<file path="config.mk">
export PLATFORM = sky130hd
export DESIGN_NAME = sfi_core
export DESIGN_NICKNAME = d
export VERILOG_FILES = /design/src/logic/sfi_pkg.sv /design/src/logic/sfi_fifo.sv /design/src/logic/sfi_core.sv
export SDC_FILE = /design/constraint.sdc
export NUM_CORES = 1
export LEC_CHECK = 0
export BUFFER_PORTS_ARGS = -buffer_cell sky130_fd_sc_hd__clkbuf_2
export CAP_MARGIN = 20
export CELL_PAD_IN_SITES_DETAIL_PLACEMENT = 1
export CELL_PAD_IN_SITES_GLOBAL_PLACEMENT = 2
export CORE_MARGIN = 1
export CORE_UTILIZATION = 36
export DETAILED_ROUTE_END_ITERATION = 8
export GPL_ROUTABILITY_DRIVEN = 0
export MAX_ROUTING_LAYER = met4
export PLACE_DENSITY_LB_ADDON = 0.2
export SLEW_MARGIN = 20
export SYNTH_ARGS = -nofsm -noshare
export SYNTH_HDL_FRONTEND = slang
export SYNTH_SLANG_ARGS = --single-unit
</file>
<file path="constraint.sdc">
create_clock -name ref_clk_in -period 3.6 [get_ports ref_clk_in]
set_clock_uncertainty 0.05 [all_clocks]
set_input_delay 1.08 -clock ref_clk_in [delete_from_list [all_inputs] [get_ports ref_clk_in]]
set_output_delay 1.08 -clock ref_clk_in [all_outputs]
set_load 0.01 [all_outputs]
</file>
<file path="src/logic/sfi_pkg.sv">
/*
 * Package for the serial flash interface state sequencer: state and format
 * enumerations, instruction codes, timing constants.
 * Assumes a 10 MHz system clock; the serial link is sampled, not clocked.
 */
package sfi_pkg;
  localparam int unsigned CLK_HZ = 10_000_000;
  localparam int unsigned NS_PER_S = 1_000_000_000;
  localparam int unsigned CLK_NS = NS_PER_S / CLK_HZ;
  // reset timing in ns
  localparam int unsigned RESET_PULSE_NS = 200;
  localparam int unsigned RESET_PROCESS_NS = 35000;
  localparam int unsigned RESET_HOLD_NS = 50;
  localparam int unsigned POWER_UP_NS = 300000;
  // least times round up
  localparam int unsigned RESET_PULSE_CYC = (RESET_PULSE_NS + CLK_NS - 1) / CLK_NS;
  localparam int unsigned RESET_PROCESS_CYC = (RESET_PROCESS_NS + CLK_NS - 1) / CLK_NS;
  localparam int unsigned RESET_HOLD_CYC = (RESET_HOLD_NS + CLK_NS - 1) / CLK_NS;
  localparam int unsigned POWER_UP_CYC = (POWER_UP_NS + CLK_NS - 1) / CLK_NS;
  localparam int unsigned INSTR_BITS = 8;
  localparam int unsigned ADDR_BITS = 24;
  localparam int unsigned MODE_BITS = 8;
  localparam int unsigned FIFO_DEPTH = 4;
  localparam int unsigned DATA_W = 8;
  // instruction codes
  localparam logic [7:0] CMD_READ = 8'h03;
  localparam logic [7:0] CMD_FAST_READ = 8'h0B;
  localparam logic [7:0] CMD_DUAL_OUT = 8'h3B;
  localparam logic [7:0] CMD_QUAD_OUT = 8'h6B;
  localparam logic [7:0] CMD_DUAL_IO = 8'hBB;
  localparam logic [7:0] CMD_QUAD_IO = 8'hEB;
  localparam logic [7:0] CMD_DDR_QUAD_IO = 8'hED;
  localparam logic [7:0] CMD_WRITE_STATUS = 8'h01;
  localparam logic [7:0] CMD_WRITE_ANY_REG = 8'h71;
  localparam logic [7:0] CMD_WRITE_LEARN = 8'h43;
  localparam logic [7:0] CMD_PROG_LEARN = 8'h42;

  typedef enum logic [1:0] {SFI_W1, SFI_W2, SFI_W4} sfi_width_t;

  typedef enum {
    SFI_POWER_UP, SFI_HW_RESET, SFI_STANDBY, SFI_INSTR, SFI_ADDR_IN,
    SFI_LATENCY, SFI_OUTPUT, SFI_DATA_IN, SFI_IGNORE
  } sfi_state_t;
endpackage

</file>
<file path="src/logic/sfi_fifo.sv">
/*
 * Small synchronous FIFO with valid/ready on both sides.
 * Assumes one clock domain; width and depth shape the storage.
 */
module sfi_fifo #(
  parameter int unsigned WIDTH = 8,
  parameter int unsigned DEPTH = 4
) (
  input wire logic ref_clk_in,
  input wire logic rst_n_in,
  input wire logic [WIDTH-1:0] wr_data_in,
  input wire logic wr_valid_in,
  output logic wr_ready_out,
  output logic [WIDTH-1:0] rd_data_out,
  output logic rd_valid_out,
  input wire logic rd_ready_in
);
  localparam int unsigned AW = $clog2(DEPTH);
  logic [WIDTH-1:0] mem_q [DEPTH];
  logic [AW-1:0] wp_q;
  logic [AW-1:0] rp_q;
  logic [AW:0] cnt_q;
  logic push;
  logic pop;

  assign wr_ready_out = (cnt_q != (AW+1)'(DEPTH));
  assign rd_valid_out = (cnt_q != '0);
  assign rd_data_out = mem_q[rp_q];
  assign push = wr_valid_in && wr_ready_out;
  assign pop = rd_valid_out && rd_ready_in;

  always_ff @(posedge ref_clk_in) begin
    if (push) begin
      mem_q[wp_q] <= wr_data_in;
    end
  end

  always_ff @(posedge ref_clk_in or negedge rst_n_in) begin
    if (!rst_n_in) begin
      wp_q <= '0;
      rp_q <= '0;
      cnt_q <= '0;
    end else begin
      if (push) begin
        wp_q <= (wp_q == AW'(DEPTH - 1)) ? '0 : wp_q + 1'b1;
      end
      if (pop) begin
        rp_q <= (rp_q == AW'(DEPTH - 1)) ? '0 : rp_q + 1'b1;
      end
      cnt_q <= cnt_q + (AW+1)'(push) - (AW+1)'(pop);
    end
  end
endmodule // sfi_fifo

</file>
<file path="src/logic/sfi_core.sv">
/*
 * Serial flash interface state sequencer, device side.
 * Assumes serial pins arrive asynchronously and are oversampled by a
 * 10 MHz clock; the link clock must be far slower than the system clock.
 * Read data comes from a user stream through a 4-word FIFO.
 */
// Functional notes
// - chip select high keeps interface in standby
// - single lane instruction, msb first, eight bits
// - write protect sampled only for register writes
// - instruction picks address and transfer format
// - four lane mode takes instruction nibbles
// - output lane undriven during single input cycles
// - next state after input follows the instruction
// - latency count from four bit code
// - latency cycles discard inputs, drive nothing
// - single output drives data, ignores inputs
// - output continues until chip select rises
// - dual input samples lanes zero and one
// - zero latency skips straight to output
// - lane three may act as reset input
// - reset after pulse, standby after process, hold
// - power-up window: no response, no drive
// - quad latency lanes ignored and undriven
// - lane zero carries group least significant bit
// - first data launched on closing falling edge
// - non-read command off byte boundary rejected
module sfi_core
  import sfi_pkg::*;
#(
  parameter int unsigned RESET_PROCESS_CYCLES = RESET_PROCESS_CYC,
  parameter int unsigned POWER_UP_CYCLES = POWER_UP_CYC
) (
  input wire logic ref_clk_in,
  input wire logic rst_n_in,
  input wire logic chip_select_n_in,
  input wire logic serial_clock_in,
  input wire logic [3:0] lane_in,
  output logic [3:0] lane_out,
  output logic [3:0] lane_oe_out,
  input wire logic write_protect_n_in,
  input wire logic hw_reset_n_in,
  input wire logic quad_enable_bit_in,
  input wire logic four_lane_cmd_mode_bit_in,
  input wire logic lane3_reset_enable_in,
  input wire logic [3:0] latency_code_field_in,
  input wire logic [DATA_W-1:0] rd_data_in,
  input wire logic rd_valid_in,
  output logic rd_ready_out,
  output logic [7:0] cmd_out,
  output logic [ADDR_BITS-1:0] addr_out,
  output logic cmd_valid_out,
  output logic cmd_rejected_out,
  output logic [7:0] wr_data_out,
  output logic wr_valid_out,
  output logic wp_blocked_out,
  output logic busy_out
);
  // ****************************************
  // input synchronisers
  // ****************************************
  logic [7:0] sync1_q;
  logic [7:0] sync2_q;
  logic sck_prev_q;
  always_ff @(posedge ref_clk_in or negedge rst_n_in) begin
    if (!rst_n_in) begin
      sync1_q <= 8'hFF;
      sync2_q <= 8'hFF;
      sck_prev_q <= 1'b0;
    end else begin
      sync1_q <= {hw_reset_n_in, write_protect_n_in, serial_clock_in, chip_select_n_in,
                  lane_in};
      sync2_q <= sync1_q;
      sck_prev_q <= sync2_q[5];
    end
  end
  logic [3:0] lanes;
  logic cs_n;
  logic sck;
  logic wp_n;
  logic rst_pin_n;
  assign lanes = sync2_q[3:0];
  assign cs_n = sync2_q[4];
  assign sck = sync2_q[5];
  assign wp_n = sync2_q[6];
  assign rst_pin_n = sync2_q[7];
  logic sck_rise;
  logic sck_fall;
  assign sck_rise = sck && !sck_prev_q;
  assign sck_fall = !sck && sck_prev_q;

  // ****************************************
  // decoding helpers
  // ****************************************
  function automatic logic is_read(input logic [7:0] c);
    return c inside {CMD_READ, CMD_FAST_READ, CMD_DUAL_OUT, CMD_QUAD_OUT, CMD_DUAL_IO,
                     CMD_QUAD_IO, CMD_DDR_QUAD_IO};
  endfunction
  function automatic logic is_reg_write(input logic [7:0] c);
    return c inside {CMD_WRITE_STATUS, CMD_WRITE_ANY_REG, CMD_WRITE_LEARN, CMD_PROG_LEARN};
  endfunction
  // register writes without an address go straight to their data bytes
  function automatic logic has_addr(input logic [7:0] c);
    return !(c inside {CMD_WRITE_STATUS, CMD_WRITE_LEARN, CMD_PROG_LEARN});
  endfunction
  // address width per instruction; instruction lanes in four lane mode
  function automatic sfi_width_t addr_width(input logic [7:0] c, input logic four_lane_command_mode);
    if (four_lane_command_mode || c == CMD_QUAD_IO || c == CMD_DDR_QUAD_IO) return SFI_W4;
    if (c == CMD_DUAL_IO) return SFI_W2;
    return SFI_W1;
  endfunction
  function automatic sfi_width_t data_width(input logic [7:0] c, input logic four_lane_command_mode);
    if (four_lane_command_mode || c inside {CMD_QUAD_OUT, CMD_QUAD_IO, CMD_DDR_QUAD_IO}) return SFI_W4;
    if (c inside {CMD_DUAL_OUT, CMD_DUAL_IO}) return SFI_W2;
    return SFI_W1;
  endfunction
  function automatic logic [2:0] step(input sfi_width_t w);
    return (w == SFI_W4) ? 3'd4 : (w == SFI_W2) ? 3'd2 : 3'd1;
  endfunction

  // ****************************************
  // hardware reset and power-up timing
  // ****************************************
  logic quad_mode;
  logic reset_req_n;
  assign quad_mode = quad_enable_bit_in || four_lane_cmd_mode_bit_in;
  // lane three counts only when enabled and not busy carrying quad data
  assign reset_req_n = rst_pin_n && !(lane3_reset_enable_in && !lanes[3]
                       && (!quad_mode || cs_n));
  logic [15:0] pulse_cnt_q;
  logic [18:0] wait_cnt_q;
  logic [15:0] hold_cnt_q;
  sfi_state_t state_q;
  always_ff @(posedge ref_clk_in or negedge rst_n_in) begin
    if (!rst_n_in) begin
      pulse_cnt_q <= '0;
      hold_cnt_q <= '0;
    end else begin
      pulse_cnt_q <= reset_req_n ? '0 : (pulse_cnt_q == 16'hFFFF ? pulse_cnt_q
                     : pulse_cnt_q + 16'h0001);
      hold_cnt_q <= !reset_req_n ? '0 : (hold_cnt_q == 16'hFFFF ? hold_cnt_q
                    : hold_cnt_q + 16'h0001);
    end
  end
  logic reset_start;
  assign reset_start = (pulse_cnt_q == 16'(RESET_PULSE_CYC - 1)) && !reset_req_n;

  // ****************************************
  // main sequencer
  // ****************************************
  logic [7:0] cmd_q;
  logic [ADDR_BITS+MODE_BITS-1:0] shift_q;
  logic [7:0] bit_cnt_q;
  logic [3:0] lat_cnt_q;
  logic [7:0] out_byte_q;
  logic [2:0] out_idx_q;
  logic [3:0] lane_q;
  logic [3:0] oe_q;
  logic launch_q;
  logic [7:0] total_bits_q;
  sfi_width_t w_q;
  logic [7:0] addr_len;
  assign addr_len = (cmd_q inside {CMD_DUAL_IO, CMD_QUAD_IO, CMD_DDR_QUAD_IO}) ?
                    8'(ADDR_BITS + MODE_BITS) : 8'(ADDR_BITS);
  logic [3:0] in_bits;
  assign in_bits = (w_q == SFI_W4) ? lanes : (w_q == SFI_W2) ? {2'b00, lanes[1:0]}
                   : {3'b000, lanes[0]};
  logic [7:0] instr_word;
  assign instr_word = (w_q == SFI_W4) ? {shift_q[3:0], lanes} : {shift_q[6:0], lanes[0]};
  logic [ADDR_BITS+MODE_BITS-1:0] shift_next;
  assign shift_next = (shift_q << step(w_q)) | (ADDR_BITS+MODE_BITS)'(in_bits);

  always_ff @(posedge ref_clk_in or negedge rst_n_in) begin
    if (!rst_n_in) begin
      state_q <= SFI_POWER_UP;
      wait_cnt_q <= '0;
      cmd_q <= '0;
      shift_q <= '0;
      bit_cnt_q <= '0;
      lat_cnt_q <= '0;
      total_bits_q <= '0;
      w_q <= SFI_W1;
      cmd_valid_out <= 1'b0;
      cmd_rejected_out <= 1'b0;
      wr_valid_out <= 1'b0;
      wr_data_out <= '0;
      wp_blocked_out <= 1'b0;
      addr_out <= '0;
      cmd_out <= '0;
    end else begin
      cmd_valid_out <= 1'b0;
      cmd_rejected_out <= 1'b0;
      wr_valid_out <= 1'b0;
      if (reset_start && state_q != SFI_POWER_UP) begin
        state_q <= SFI_HW_RESET;
        wait_cnt_q <= '0;
      end else begin
        case (state_q)
          SFI_POWER_UP: begin
            wait_cnt_q <= wait_cnt_q + 19'd1;
            if (wait_cnt_q >= 19'(POWER_UP_CYCLES - 1)) begin
              state_q <= SFI_STANDBY;
            end
          end
          SFI_HW_RESET: begin
            if (wait_cnt_q < 19'(RESET_PROCESS_CYCLES)) begin
              wait_cnt_q <= wait_cnt_q + 19'd1;
            end else if (hold_cnt_q >= 16'(RESET_HOLD_CYC)) begin
              state_q <= SFI_STANDBY;
            end
          end
          SFI_STANDBY: begin
            if (!cs_n) begin
              state_q <= SFI_INSTR;
              bit_cnt_q <= '0;
              total_bits_q <= '0;
              w_q <= four_lane_cmd_mode_bit_in ? SFI_W4 : SFI_W1;
              wp_blocked_out <= 1'b0;
            end
          end
          default: begin
            if (cs_n) begin
              state_q <= SFI_STANDBY;
              if (state_q == SFI_DATA_IN || (state_q == SFI_ADDR_IN && !is_read(cmd_q))) begin
                if (total_bits_q[2:0] != 3'd0) begin
                  cmd_rejected_out <= 1'b1;
                end else begin
                  cmd_valid_out <= 1'b1;
                end
              end
            end else if (sck_rise) begin
              total_bits_q <= total_bits_q + 8'(step(w_q));
              case (state_q)
                SFI_INSTR: begin
                  if (bit_cnt_q + 8'(step(w_q)) >= 8'(INSTR_BITS)) begin
                    cmd_q <= instr_word;
                    cmd_out <= instr_word;
                    state_q <= has_addr(instr_word) ? SFI_ADDR_IN : SFI_DATA_IN;
                    bit_cnt_q <= '0;
                    shift_q <= '0;
                    if (is_reg_write(instr_word)) begin
                      wp_blocked_out <= !wp_n;
                    end
                    w_q <= addr_width(instr_word, four_lane_cmd_mode_bit_in);
                  end else begin
                    shift_q <= shift_next;
                    bit_cnt_q <= bit_cnt_q + 8'(step(w_q));
                  end
                end
                SFI_ADDR_IN: begin
                  shift_q <= shift_next;
                  bit_cnt_q <= bit_cnt_q + 8'(step(w_q));
                  if (bit_cnt_q + 8'(step(w_q)) >= addr_len) begin
                    bit_cnt_q <= '0;
                    if (!is_read(cmd_q)) begin
                      state_q <= SFI_DATA_IN;
                    end else begin
                      // the address leads the mode bits when both are sent
                      addr_out <= (addr_len == 8'(ADDR_BITS))
                        ? shift_next[ADDR_BITS-1:0]
                        : shift_next[ADDR_BITS+MODE_BITS-1 -: ADDR_BITS];
                      cmd_valid_out <= 1'b1;
                      lat_cnt_q <= latency_code_field_in;
                      w_q <= data_width(cmd_q, four_lane_cmd_mode_bit_in);
                      state_q <= (cmd_q == CMD_READ || latency_code_field_in == 4'h0)
                                 ? SFI_OUTPUT : SFI_LATENCY;
                    end
                  end
                end
                SFI_DATA_IN: begin
                  shift_q <= shift_next;
                  bit_cnt_q <= bit_cnt_q + 8'(step(w_q));
                  if (bit_cnt_q + 8'(step(w_q)) >= 8'd8) begin
                    bit_cnt_q <= '0;
                    wr_data_out <= shift_next[7:0];
                    wr_valid_out <= 1'b1;
                  end
                end
                SFI_LATENCY: begin
                  // lane values are discarded here
                  lat_cnt_q <= lat_cnt_q - 4'h1;
                  if (lat_cnt_q == 4'h1) begin
                    state_q <= SFI_OUTPUT;
                  end
                end
                default: begin
                end
              endcase
            end
          end
        endcase
      end
    end
  end

  // ****************************************
  // read data path
  // ****************************************
  logic [7:0] fifo_data;
  logic fifo_valid;
  logic take;
  sfi_fifo #(.WIDTH(DATA_W), .DEPTH(FIFO_DEPTH)) u_fifo (
    .ref_clk_in(ref_clk_in),
    .rst_n_in(rst_n_in),
    .wr_data_in(rd_data_in),
    .wr_valid_in(rd_valid_in),
    .wr_ready_out(rd_ready_out),
    .rd_data_out(fifo_data),
    .rd_valid_out(fifo_valid),
    .rd_ready_in(take)
  );
  logic out_active;
  assign out_active = (state_q == SFI_OUTPUT) && !cs_n;
  // a byte boundary pulls the next word; an empty FIFO repeats the last byte
  assign take = out_active && sck_fall && (out_idx_q == 3'd0);

  always_ff @(posedge ref_clk_in or negedge rst_n_in) begin
    if (!rst_n_in) begin
      out_byte_q <= '0;
      out_idx_q <= '0;
      lane_q <= '0;
      oe_q <= '0;
      launch_q <= 1'b0;
    end else if (!out_active) begin
      oe_q <= '0;
      out_idx_q <= '0;
      launch_q <= 1'b0;
    end else if (sck_fall) begin
      launch_q <= 1'b1;
      begin : shift_out
        logic [7:0] b;
        b = (out_idx_q == 3'd0) ? (fifo_valid ? fifo_data : out_byte_q) : out_byte_q;
        case (w_q)
          SFI_W4: begin
            lane_q <= (out_idx_q == 3'd0) ? b[7:4] : b[3:0];
            oe_q <= 4'hF;
            out_idx_q <= (out_idx_q == 3'd0) ? 3'd4 : 3'd0;
          end
          SFI_W2: begin
            lane_q <= {2'b00, b[3'd7 - out_idx_q -: 2]};
            oe_q <= 4'h3;
            out_idx_q <= out_idx_q + 3'd2;
          end
          default: begin
            lane_q <= {2'b00, b[3'd7 - out_idx_q], 1'b0};
            oe_q <= 4'h2;
            out_idx_q <= out_idx_q + 3'd1;
          end
        endcase
        out_byte_q <= b;
      end
    end
  end
  // cs rise drops the enables combinationally in the same cycle
  assign lane_oe_out = cs_n ? 4'h0 : oe_q;
  assign lane_out = lane_q;
  assign busy_out = (state_q != SFI_STANDBY);

  // ****************************************
  // checks
  // ****************************************
  chk_standby_no_drive: assert property (@(posedge ref_clk_in) disable iff (!rst_n_in)
    cs_n |=> oe_q == 4'h0) else $error("lanes driven with chip select high");
  chk_standby_entry: assert property (@(posedge ref_clk_in) disable iff (!rst_n_in)
    (state_q == SFI_STANDBY && !cs_n && !reset_start) |=> state_q == SFI_INSTR)
    else $error("no instruction state after select");
  chk_instr_abort: assert property (@(posedge ref_clk_in) disable iff (!rst_n_in)
    (state_q == SFI_INSTR && cs_n && !reset_start) |=> state_q == SFI_STANDBY)
    else $error("partial instruction kept");
  chk_no_drive_input: assert property (@(posedge ref_clk_in) disable iff (!rst_n_in)
    (state_q inside {SFI_INSTR, SFI_ADDR_IN, SFI_LATENCY}) |-> lane_oe_out == 4'h0)
    else $error("lanes driven outside output");
  chk_powerup_quiet: assert property (@(posedge ref_clk_in) disable iff (!rst_n_in)
    state_q == SFI_POWER_UP |-> lane_oe_out == 4'h0 && !cmd_valid_out)
    else $error("activity in power-up window");
  chk_reset_entry: assert property (@(posedge ref_clk_in) disable iff (!rst_n_in)
    (reset_start && state_q != SFI_POWER_UP) |=> state_q == SFI_HW_RESET)
    else $error("reset pulse not honoured");
  chk_zero_latency: assert property (@(posedge ref_clk_in) disable iff (!rst_n_in)
    state_q == SFI_LATENCY |-> lat_cnt_q != 4'h0)
    else $error("latency state with zero count");
  chk_launch_fall: assert property (@(posedge ref_clk_in) disable iff (!rst_n_in)
    ($rose(launch_q)) |-> $past(sck_fall) && state_q == SFI_OUTPUT)
    else $error("first data not on falling edge");
  chk_reject_pulse: assert property (@(posedge ref_clk_in) disable iff (!rst_n_in)
    cmd_rejected_out |-> !cmd_valid_out ##1 state_q != SFI_DATA_IN)
    else $error("rejected command also accepted");
  cov_read: cover property (@(posedge ref_clk_in) disable iff (!rst_n_in)
    state_q == SFI_LATENCY ##[1:400] state_q == SFI_OUTPUT);
  cov_reject: cover property (@(posedge ref_clk_in) disable iff (!rst_n_in)
    cmd_rejected_out);
  cov_hw_reset: cover property (@(posedge ref_clk_in) disable iff (!rst_n_in)
    state_q == SFI_HW_RESET);
endmodule // sfi_core

</file>
* Word-level counts from Yosys, hierarchy flattened
Memory sizes are Yosys's and may differ from the RTL's.
Cells that the tools add are included.
** Cells by class
- $add $sub $neg :: 13
- Order comparisons :: 6
- Equality and inequality tests :: 50
- Shift-type cells :: 2
- Muxes and demuxes :: 138
- Bitwise gates (word level) :: 5
- Reductions and logical operators :: 68
** Operators by type and width (count)
- two-way mux 32 bit :: 11
- case mux 32 bit (3 select lines) :: 2
- == test 32 x 3 -> 1 bit (second input constant) :: 3
- == test 32 x 4 -> 1 bit (second input constant) :: 3
- two-way mux 8 bit :: 10
- == test 32 x 2 -> 1 bit (second input constant) :: 2
- two-way mux 16 bit :: 4
- case mux 32 bit (2 select lines) :: 1
- two-way mux 1 bit :: 61
- == test 8 bit (second input constant) :: 6
- case mux 8 bit (2 select lines) :: 3
- two-way mux 2 bit :: 22
- two-way mux 19 bit :: 2
- case mux 19 bit (2 select lines) :: 1
- adder 16 x 1 -> 16 bit (second input constant) :: 2
- == test 16 bit (second input constant) :: 2
- == test 32 x 1 -> 1 bit (second input constant) :: 1
- == test 8 x 7 -> 1 bit (second input constant) :: 4
- logical NOT 32 bit :: 1
- inequality test 32 x 3 -> 1 bit (second input constant) :: 1
- OR 32 x 4 -> 32 bit :: 1
- nonzero test 32 bit :: 1
- << shifter 32 x 3 -> 32 bit :: 1
- two-way mux 4 bit :: 7
- 58 further kinds :: 130
** Storage, ports and cells
- Bits in registers :: 224
- RAM bits :: 32
- Output and inout port bits :: 54
- Memories kept :: 1
** Memory list
- u_fifo.mem_q :: depth 4, width 8, rd ports 1, clocked after memory_dff 0, write ports 1, line sfi_fifo.sv:19 : logic [WIDTH-1:0] mem_q [DEPTH];

* Longest topological paths before layout
- Depth after elaboration :: 27
- Gate-level depth with buffers :: 19
- Gate-level depth less buffers :: 16

* By module
Synthesis repeated with hierarchy kept, for this count alone.
** Unflattened totals
- Cell total of the unflattened synthesis :: 1130
- Area, all modules :: 12239.2 um^2
** Modules (own cells, without submodules)
- sfi_core :: times used 1, cells each 1050, area an instance 10641.5 um^2
- sfi_fifo :: times used 1, cells each 80, area an instance 1597.8 um^2

* Worst setup path before layout
OpenSTA, ideal clock, no wires.
- Path kind :: flip-flop to flip-flop
- Start :: reg w_q[0]
- End :: reg addr_out[16]
- Arrival :: 3.820 ns
- Setup slack :: -0.353 ns
- Cell stages (with the launch flop) :: 19
- Path buffers :: 2
- Period minus slack after synthesis :: 3.953 ns
- Cells stage by stage :: dfrtp_1 inv_1 ha_1 ha_1 ha_1 a21oi_1 o21ai_0 nand2_1 xnor2_1 ha_1 nand2_1 nor3_1 a221oi_1 o32ai_1 o2111ai_1 clkbuf_1 buf_1 nand2_1 o21ai_0
** Between the ends
- Word-level cells in the longest chain between the ends :: 6
** RTL lines
- from (decl) :: line sfi_core.sv:161 : sfi_width_t w_q;
- from (signal assigned) :: line sfi_core.sv:217 : w_q <= four_lane_cmd_mode_bit_in ? SFI_W4 : SFI_W1;
- from (signal assigned) :: line sfi_core.sv:244 : w_q <= addr_width(instr_word, four_lane_cmd_mode_bit_in);
- from (signal assigned) :: line sfi_core.sv:264 : w_q <= data_width(cmd_q, four_lane_cmd_mode_bit_in);
- == test 2 x 1 -> 1 bit :: line sfi_core.sv:118 : return (w == SFI_W4) ? 3'd4 : (w == SFI_W2) ? 3'd2 : 3'd1;
- two-way mux 2 bit :: line sfi_core.sv:118
- two-way mux 3 bit * :: line sfi_core.sv:118
- adder 8 x 3 -> 8 bit / << shifter 32 x 3 -> 32 bit (equally long branches) :: line sfi_core.sv:253, sfi_core.sv:171
- greater-or-equal comparator 8 x 6 -> 1 bit / OR 32 x 4 -> 32 bit (equally long branches) :: line sfi_core.sv:253, sfi_core.sv:171
- AND reduction 7 bit (no line) / two-way mux 24 bit (equally long branches)
- to (signal assigned) :: line sfi_core.sv:259 : addr_out <= (addr_len == 8'(ADDR_BITS))
- to (decl) :: line sfi_core.sv:51 : output logic [ADDR_BITS-1:0] addr_out,
Every way passes the cells marked *; elsewhere a longest branch is shown, timed or not.
A chain may end at the register's enable or synchronous reset.

* Worst setup path in the final report
- Start :: reg w_q[1]
- End :: reg bit_cnt_q[2]
** Between the ends
- Word-level cells in the longest chain between the ends :: 10
** RTL lines
- == test 2 x 1 -> 1 bit :: line sfi_core.sv:118
- two-way mux 2 bit :: line sfi_core.sv:118
- two-way mux 3 bit * :: line sfi_core.sv:118
- adder 8 x 3 -> 8 bit *
- greater-or-equal comparator 8 x 4 -> 1 bit / greater-or-equal comparator 8 x 6 -> 1 bit (equally long branches) :: line sfi_core.sv:235, sfi_core.sv:273, sfi_core.sv:253
- two-way mux 8 bit (on tied branches) :: line sfi_core.sv:235, sfi_core.sv:273, sfi_core.sv:253
- case mux 8 bit (2 select lines) * :: line sfi_core.sv:233 : case (state_q)
- two-way mux 8 bit * :: line sfi_core.sv:231 : end else if (sck_rise) begin
- two-way mux 8 bit * :: line sfi_core.sv:222 : if (cs_n) begin
- case mux 8 bit (2 select lines) * :: line sfi_core.sv:198 : case (state_q)
- to (signal assigned) :: line sfi_core.sv:247 : bit_cnt_q <= bit_cnt_q + 8'(step(w_q));
- to (signal assigned) :: line sfi_core.sv:252 : bit_cnt_q <= bit_cnt_q + 8'(step(w_q));
- to (signal assigned) :: line sfi_core.sv:272 : bit_cnt_q <= bit_cnt_q + 8'(step(w_q));
- to (decl) :: line sfi_core.sv:153 : logic [7:0] bit_cnt_q;
Every way passes the cells marked *; elsewhere a longest branch is shown, timed or not. The select of a mux whose other input is x is not followed.

==> reports/results.env <==
CRITICAL_PATH.CELL_CHAIN='inv_2 > ha_4 > xor2_2 > ha_4 > a21oi_2 > o21ai_2 > nand2_1 > xnor2_2 > ha_1 > nand2_1 > nor3_2 > a221oi_2 > buf_4 > o32a_1 > nand3_1 > a2111oi_2 > a221o_1'
FINALSETUPVIOLATIONS=0
GRT_START_MAX_NET_PINS=59
FINALWORSTPATHREQUIREDPERIOD_NS=3.50
YOSYS_WARNINGS=0
TRITONCTS='yes'
DETAIL-ROUTE-ANTENNA-NETS=0
TIMING.CRITICAL_PATH.SLOWEST_STAGE_CELL='dfrtp_1'
HOLD_PATH.CLASS='register to register'
SLEW_HEADROOM_PCT=35.3
STD_CELL_ROWS=66
FINAL_CORE_UTIL_PCT=43.6
CELLPOWERDENSITY_nW_PER_UM2=660
TIMING.CRITICAL_PATH.FROM='w_q[1]$_DFFE_PN0P_'
PLACED_INST_AREA_UM2=13100
SYNTH_TOP_AREA_SHARE_PCT=36.1
PLACEMENT.IO_BUFFERS=79
DRV_CAP=0
DOMINANT_COMBINATIONAL_CELL_FAMILY_BY_AREA_AFTER_SYNTHESIS='simple AND/OR/NAND/NOR gates'
DRT-WIRELENGTH-PER-CELL_UM=19.4
GRTUSAGETOTAL_PCT=20.7
COMPOUND_GATE_PORTION_OF_THE_SYNTHESIZED_AREA_PCT=12.8
INSERTION_DELAY_NS=0.56
CP_MAX_FANOUT=4
COREAREA_UM2=32600
WORSTREG2REGEND='bit_cnt_q[2]$_DFFE_PN0P_'
CRITICAL-PATH-MAX-STAGE-DELAY_NS=0.43
MAX_SLEW.WORST_PIN.SLEW_NS=0.965
CRIT_ARRIVAL_NS=3.95
GRT_ANTENNA_BEFORE_REPAIR=1
WORST_HOLD_SLACK_NS=0.305
GR-USAGE-MET2_PCT=31.7
CTS.CLK_SLEW.WORST_PATHS_NS=0.06
SETUP.WORST_PATH.END_CLASS='register'
CRITPATHREQUIREDTIME_NS=4.04
PEAKVDDDROP_uV=402
FP.DIEAREA_UM2=34000
SETUP.WORST_PATH.START_CLASS='register'
DETAIL_ROUTE.DRC_VIOLATIONS=0
DIE_W_UM=184
SYNTH_CELLS=1156
MET3_USAGE_PCT=3.00
POWER.STATIC_LEAKAGE_nW=6.24
R2R_CELLS=17
FINISH.NET_COUNT=1307
ROUTED_WL_MM=33.2
AREA_DELTA_SYNTH_FINAL_PCT=18.7
TOTAL_VIAS_IN_THE_FINAL_ROUTE=9311
R2R_START='w_q[1]$_DFFE_PN0P_'
YOSYS_MOST_USED_DFF='dfrtp_1'
FINALCRITPERIODSHARE_PCT=97.4
GR-MAX-USAGE-LAYER='met2'
VIAS_PER_CELL=5.42
TOP_LEVEL_PORTS=80
POST-LAYOUT-TOTAL-POWER_mW=9.39
HOLD_VIOL_FINAL=0
TIMING.SETUP.CRITICAL_PATH_CLASS='register to register'
SYN-MEAN-INSTANCE-AREA_UM2=10.4
ASYNCSETRESETFLOPFRACSYNTH_PCT=85.5
FMAX_MHz=285
OVERFLOW=0
HPWLAFTERDP_MM=23.8
CTS_ROOT_BUFFER='clkbuf_16'
CLOCK_SINK_COUNT=221
GLOBALROUTEMET1UTIL_PCT=28.7
POST_SYNTH_AND_OR_NAND_NOR_AREA_FRACTION_PCT=16.2
FINAL.FILL_COUNT=3635
SYNTH_AREA_LEADERS='dfrtp_1 36%, edfxtp_1 8.0%, mux2i_1 5.4%, mux4_2 4.9%, nand2_1 4.0%'
MIN_FROM='sync1_q[6]$_DFF_PN1_'
CTS.HTREE.LEVELS=1
FLOORPLAN.INITIALDENSITY_PCT=36.8
SETUP_SLACK_OF_THE_MOST_CRITICAL_REG_TO_REG_PATH_NS=0.1
FINAL_MAX_SLEW_VIOLS=0
STATUS='complete, no violations'
SYNTH_ADDER_AREA_SHARE_PCT=2.99
SYNTH_SEQUENTIAL_AREA_RATIO_PCT=47.6
DETAILEDROUTE.FIRSTITERATIONVIOLATIONS=460
SYNTHXORXNORAREAFRAC_PCT=3.58
FLOORPLAN.DIE.HEIGHT_UM=184
CTS.PATH.MAX_BUFFERS=3
GRT_PASS1_VIAS=9637
POST_SYNTH_MUX_AREA_SHARE_PCT=13.5
SYNTH.NET_COUNT=1210
SYNTH_CELL_TYPES=75
HOLD-PATH-CELL-COUNT=0
SYNTH_TOP_CELL_BY_AREA='dfrtp_1'
POST_SYNTH_EDFFS=32
FINAL_LAYOUT_SIZE_SUFFIX_GT1_SHARE_PCT=22.5
LAYOUT.CELL_AREA.NON_FILLER_UM2=14200
GRT_PASS1_WL_MM=53.8
SYNTH-SEQ-CELLS=221
DRT_FIRST_PASS_ITERS=5
AREA_OF_THE_MAPPED_NETLIST_UM2=12000
WORSTHOLDENDPOINT='sync2_q[6]$_DFF_PN1_'
CTS-BUFFERS-INSERTED=27
-- sequential cells by signal, summed over array words and instances (netlist names), 16 cells and up --
register / count
u_fifo.mem_q: 32
shift_q: 32
wait_cnt_q: 19
addr_out: 24
hold_cnt_q: 16
pulse_cnt_q: 16
-- cell usage in the layout, fill, tap and decap left out, drive strengths merged, types with 5 or more instances in the layout --
master    synthesis  routed
dfrtp           173     173
nand2           128     128
clkbuf           52     114
nor2             98      98
o21ai            73      73
mux2i            65      65
buf              10      51
a21oi            46      46
inv              41      42
a22o             38      38
mux2             34      34
edfxtp           32      32
xnor2            30      30
nand3            28      28
ha               27      27
mux4             26      26
nor3             25      25
nand4            20      20
xor2             19      19
and3             16      16
dfstp            16      16
nor2b            14      14
nor4             13      13
or3              11      11
nand2b           10      10
and2             10      10
or4              10      10
a211oi            8       8
o31ai             7       7
clkinvlp          0       6
a31oi             6       6
clkinv            0       6
a2111oi           5       5
-- per-stage QoR --
step	worst slack, ns	std cells	TNS (ns)
floorplan	0.0215	1156	0
global placement	0.0409	1660	0
detailed placement	-0.0927	1660	-0.327
CTS	0.00905	1714	0
global route	-0.0653	1717	-0.102
finish	0.0951	1717	0
-- metal layers --
layer,wire length (µm),part of all wire (%)
met5,0,0
met4,800,2.4
met3,1200,3.6
met2,15100,46
met1,16100,48
-- how the worst max path moves through the flow --
stage	to	slack, ns	cells after the start
after global placement	bit_cnt_q[2]$_DFFE_PN0P_	0.04	17
after CTS	lat_cnt_q[3]$_DFFE_PN0P_	0.009	18
after detailed placement	bit_cnt_q[2]$_DFFE_PN0P_	-0.09	17
after global routing	bit_cnt_q[2]$_DFFE_PN0P_	-0.07	16
after floorplan	addr_out[12]$_DFFE_PN0P_	0.02	18
final	bit_cnt_q[2]$_DFFE_PN0P_	0.1	17
-- report_power, final --
group	total (mW)	switching [mW]	internal [mW]	leakage, nW
Clock	2.78	1.14	1.64	0.429
Sequential	3.20	0.345	2.85	2.81
Combinational	3.42	2.05	1.37	3.01
-- timing repair --
action	CTS	global route
gates resized for setup	14	12
hold buffers	0	0
hold endpoints to repair	0	0
pin swaps	6	6
setup buffers	4	2
setup endpoints to repair	34	33
-- logic make-up after synthesis --
family | count (synthesis)
AO/OA/AOI/OAI | 228
buffers and inverters | 103
AND/OR/NAND/NOR | 402
XOR/XNOR | 49
multiplexers | 125
adder cells (fa/ha/maj) | 28
flip-flops | 221
-- final cells by class --
cell class | instances | area [µm²] | share of cell area, %
Multi-Input combinational cell | 832 | 6040 | 42.5
Antenna cell | 1 | 2.50 | 0.0176
Inverter | 41 | 154 | 1.08
Tap cell | 442 | 553 | 3.89
Sequential cell | 221 | 5710 | 40.2
Clock inverter | 15 | 155 | 1.09
Timing Repair Buffer | 130 | 850 | 5.97
Clock buffer | 35 | 757 | 5.32
-- Yosys cell counts (all sizes together), types with 27 or more instances --
library cell	count
clkbuf	52
ha	27
nand2	128
a21oi	46
nand3	28
nor2	98
inv	41
edfxtp	32
mux2i	65
dfrtp	173
xnor2	30
mux2	34
a22o	38
o21ai	73
-- critical path: cells and delay by family (launching register included) --
family	cells	cell delay [ns]
simple gates	4	0.41
buf+inv	2	0.27
flops	1	0.43
compound gates	6	1.16
fa+ha+maj	3	0.64
xor+xnor	2	0.46
Note: power is estimated with default switching activity, not from simulation.
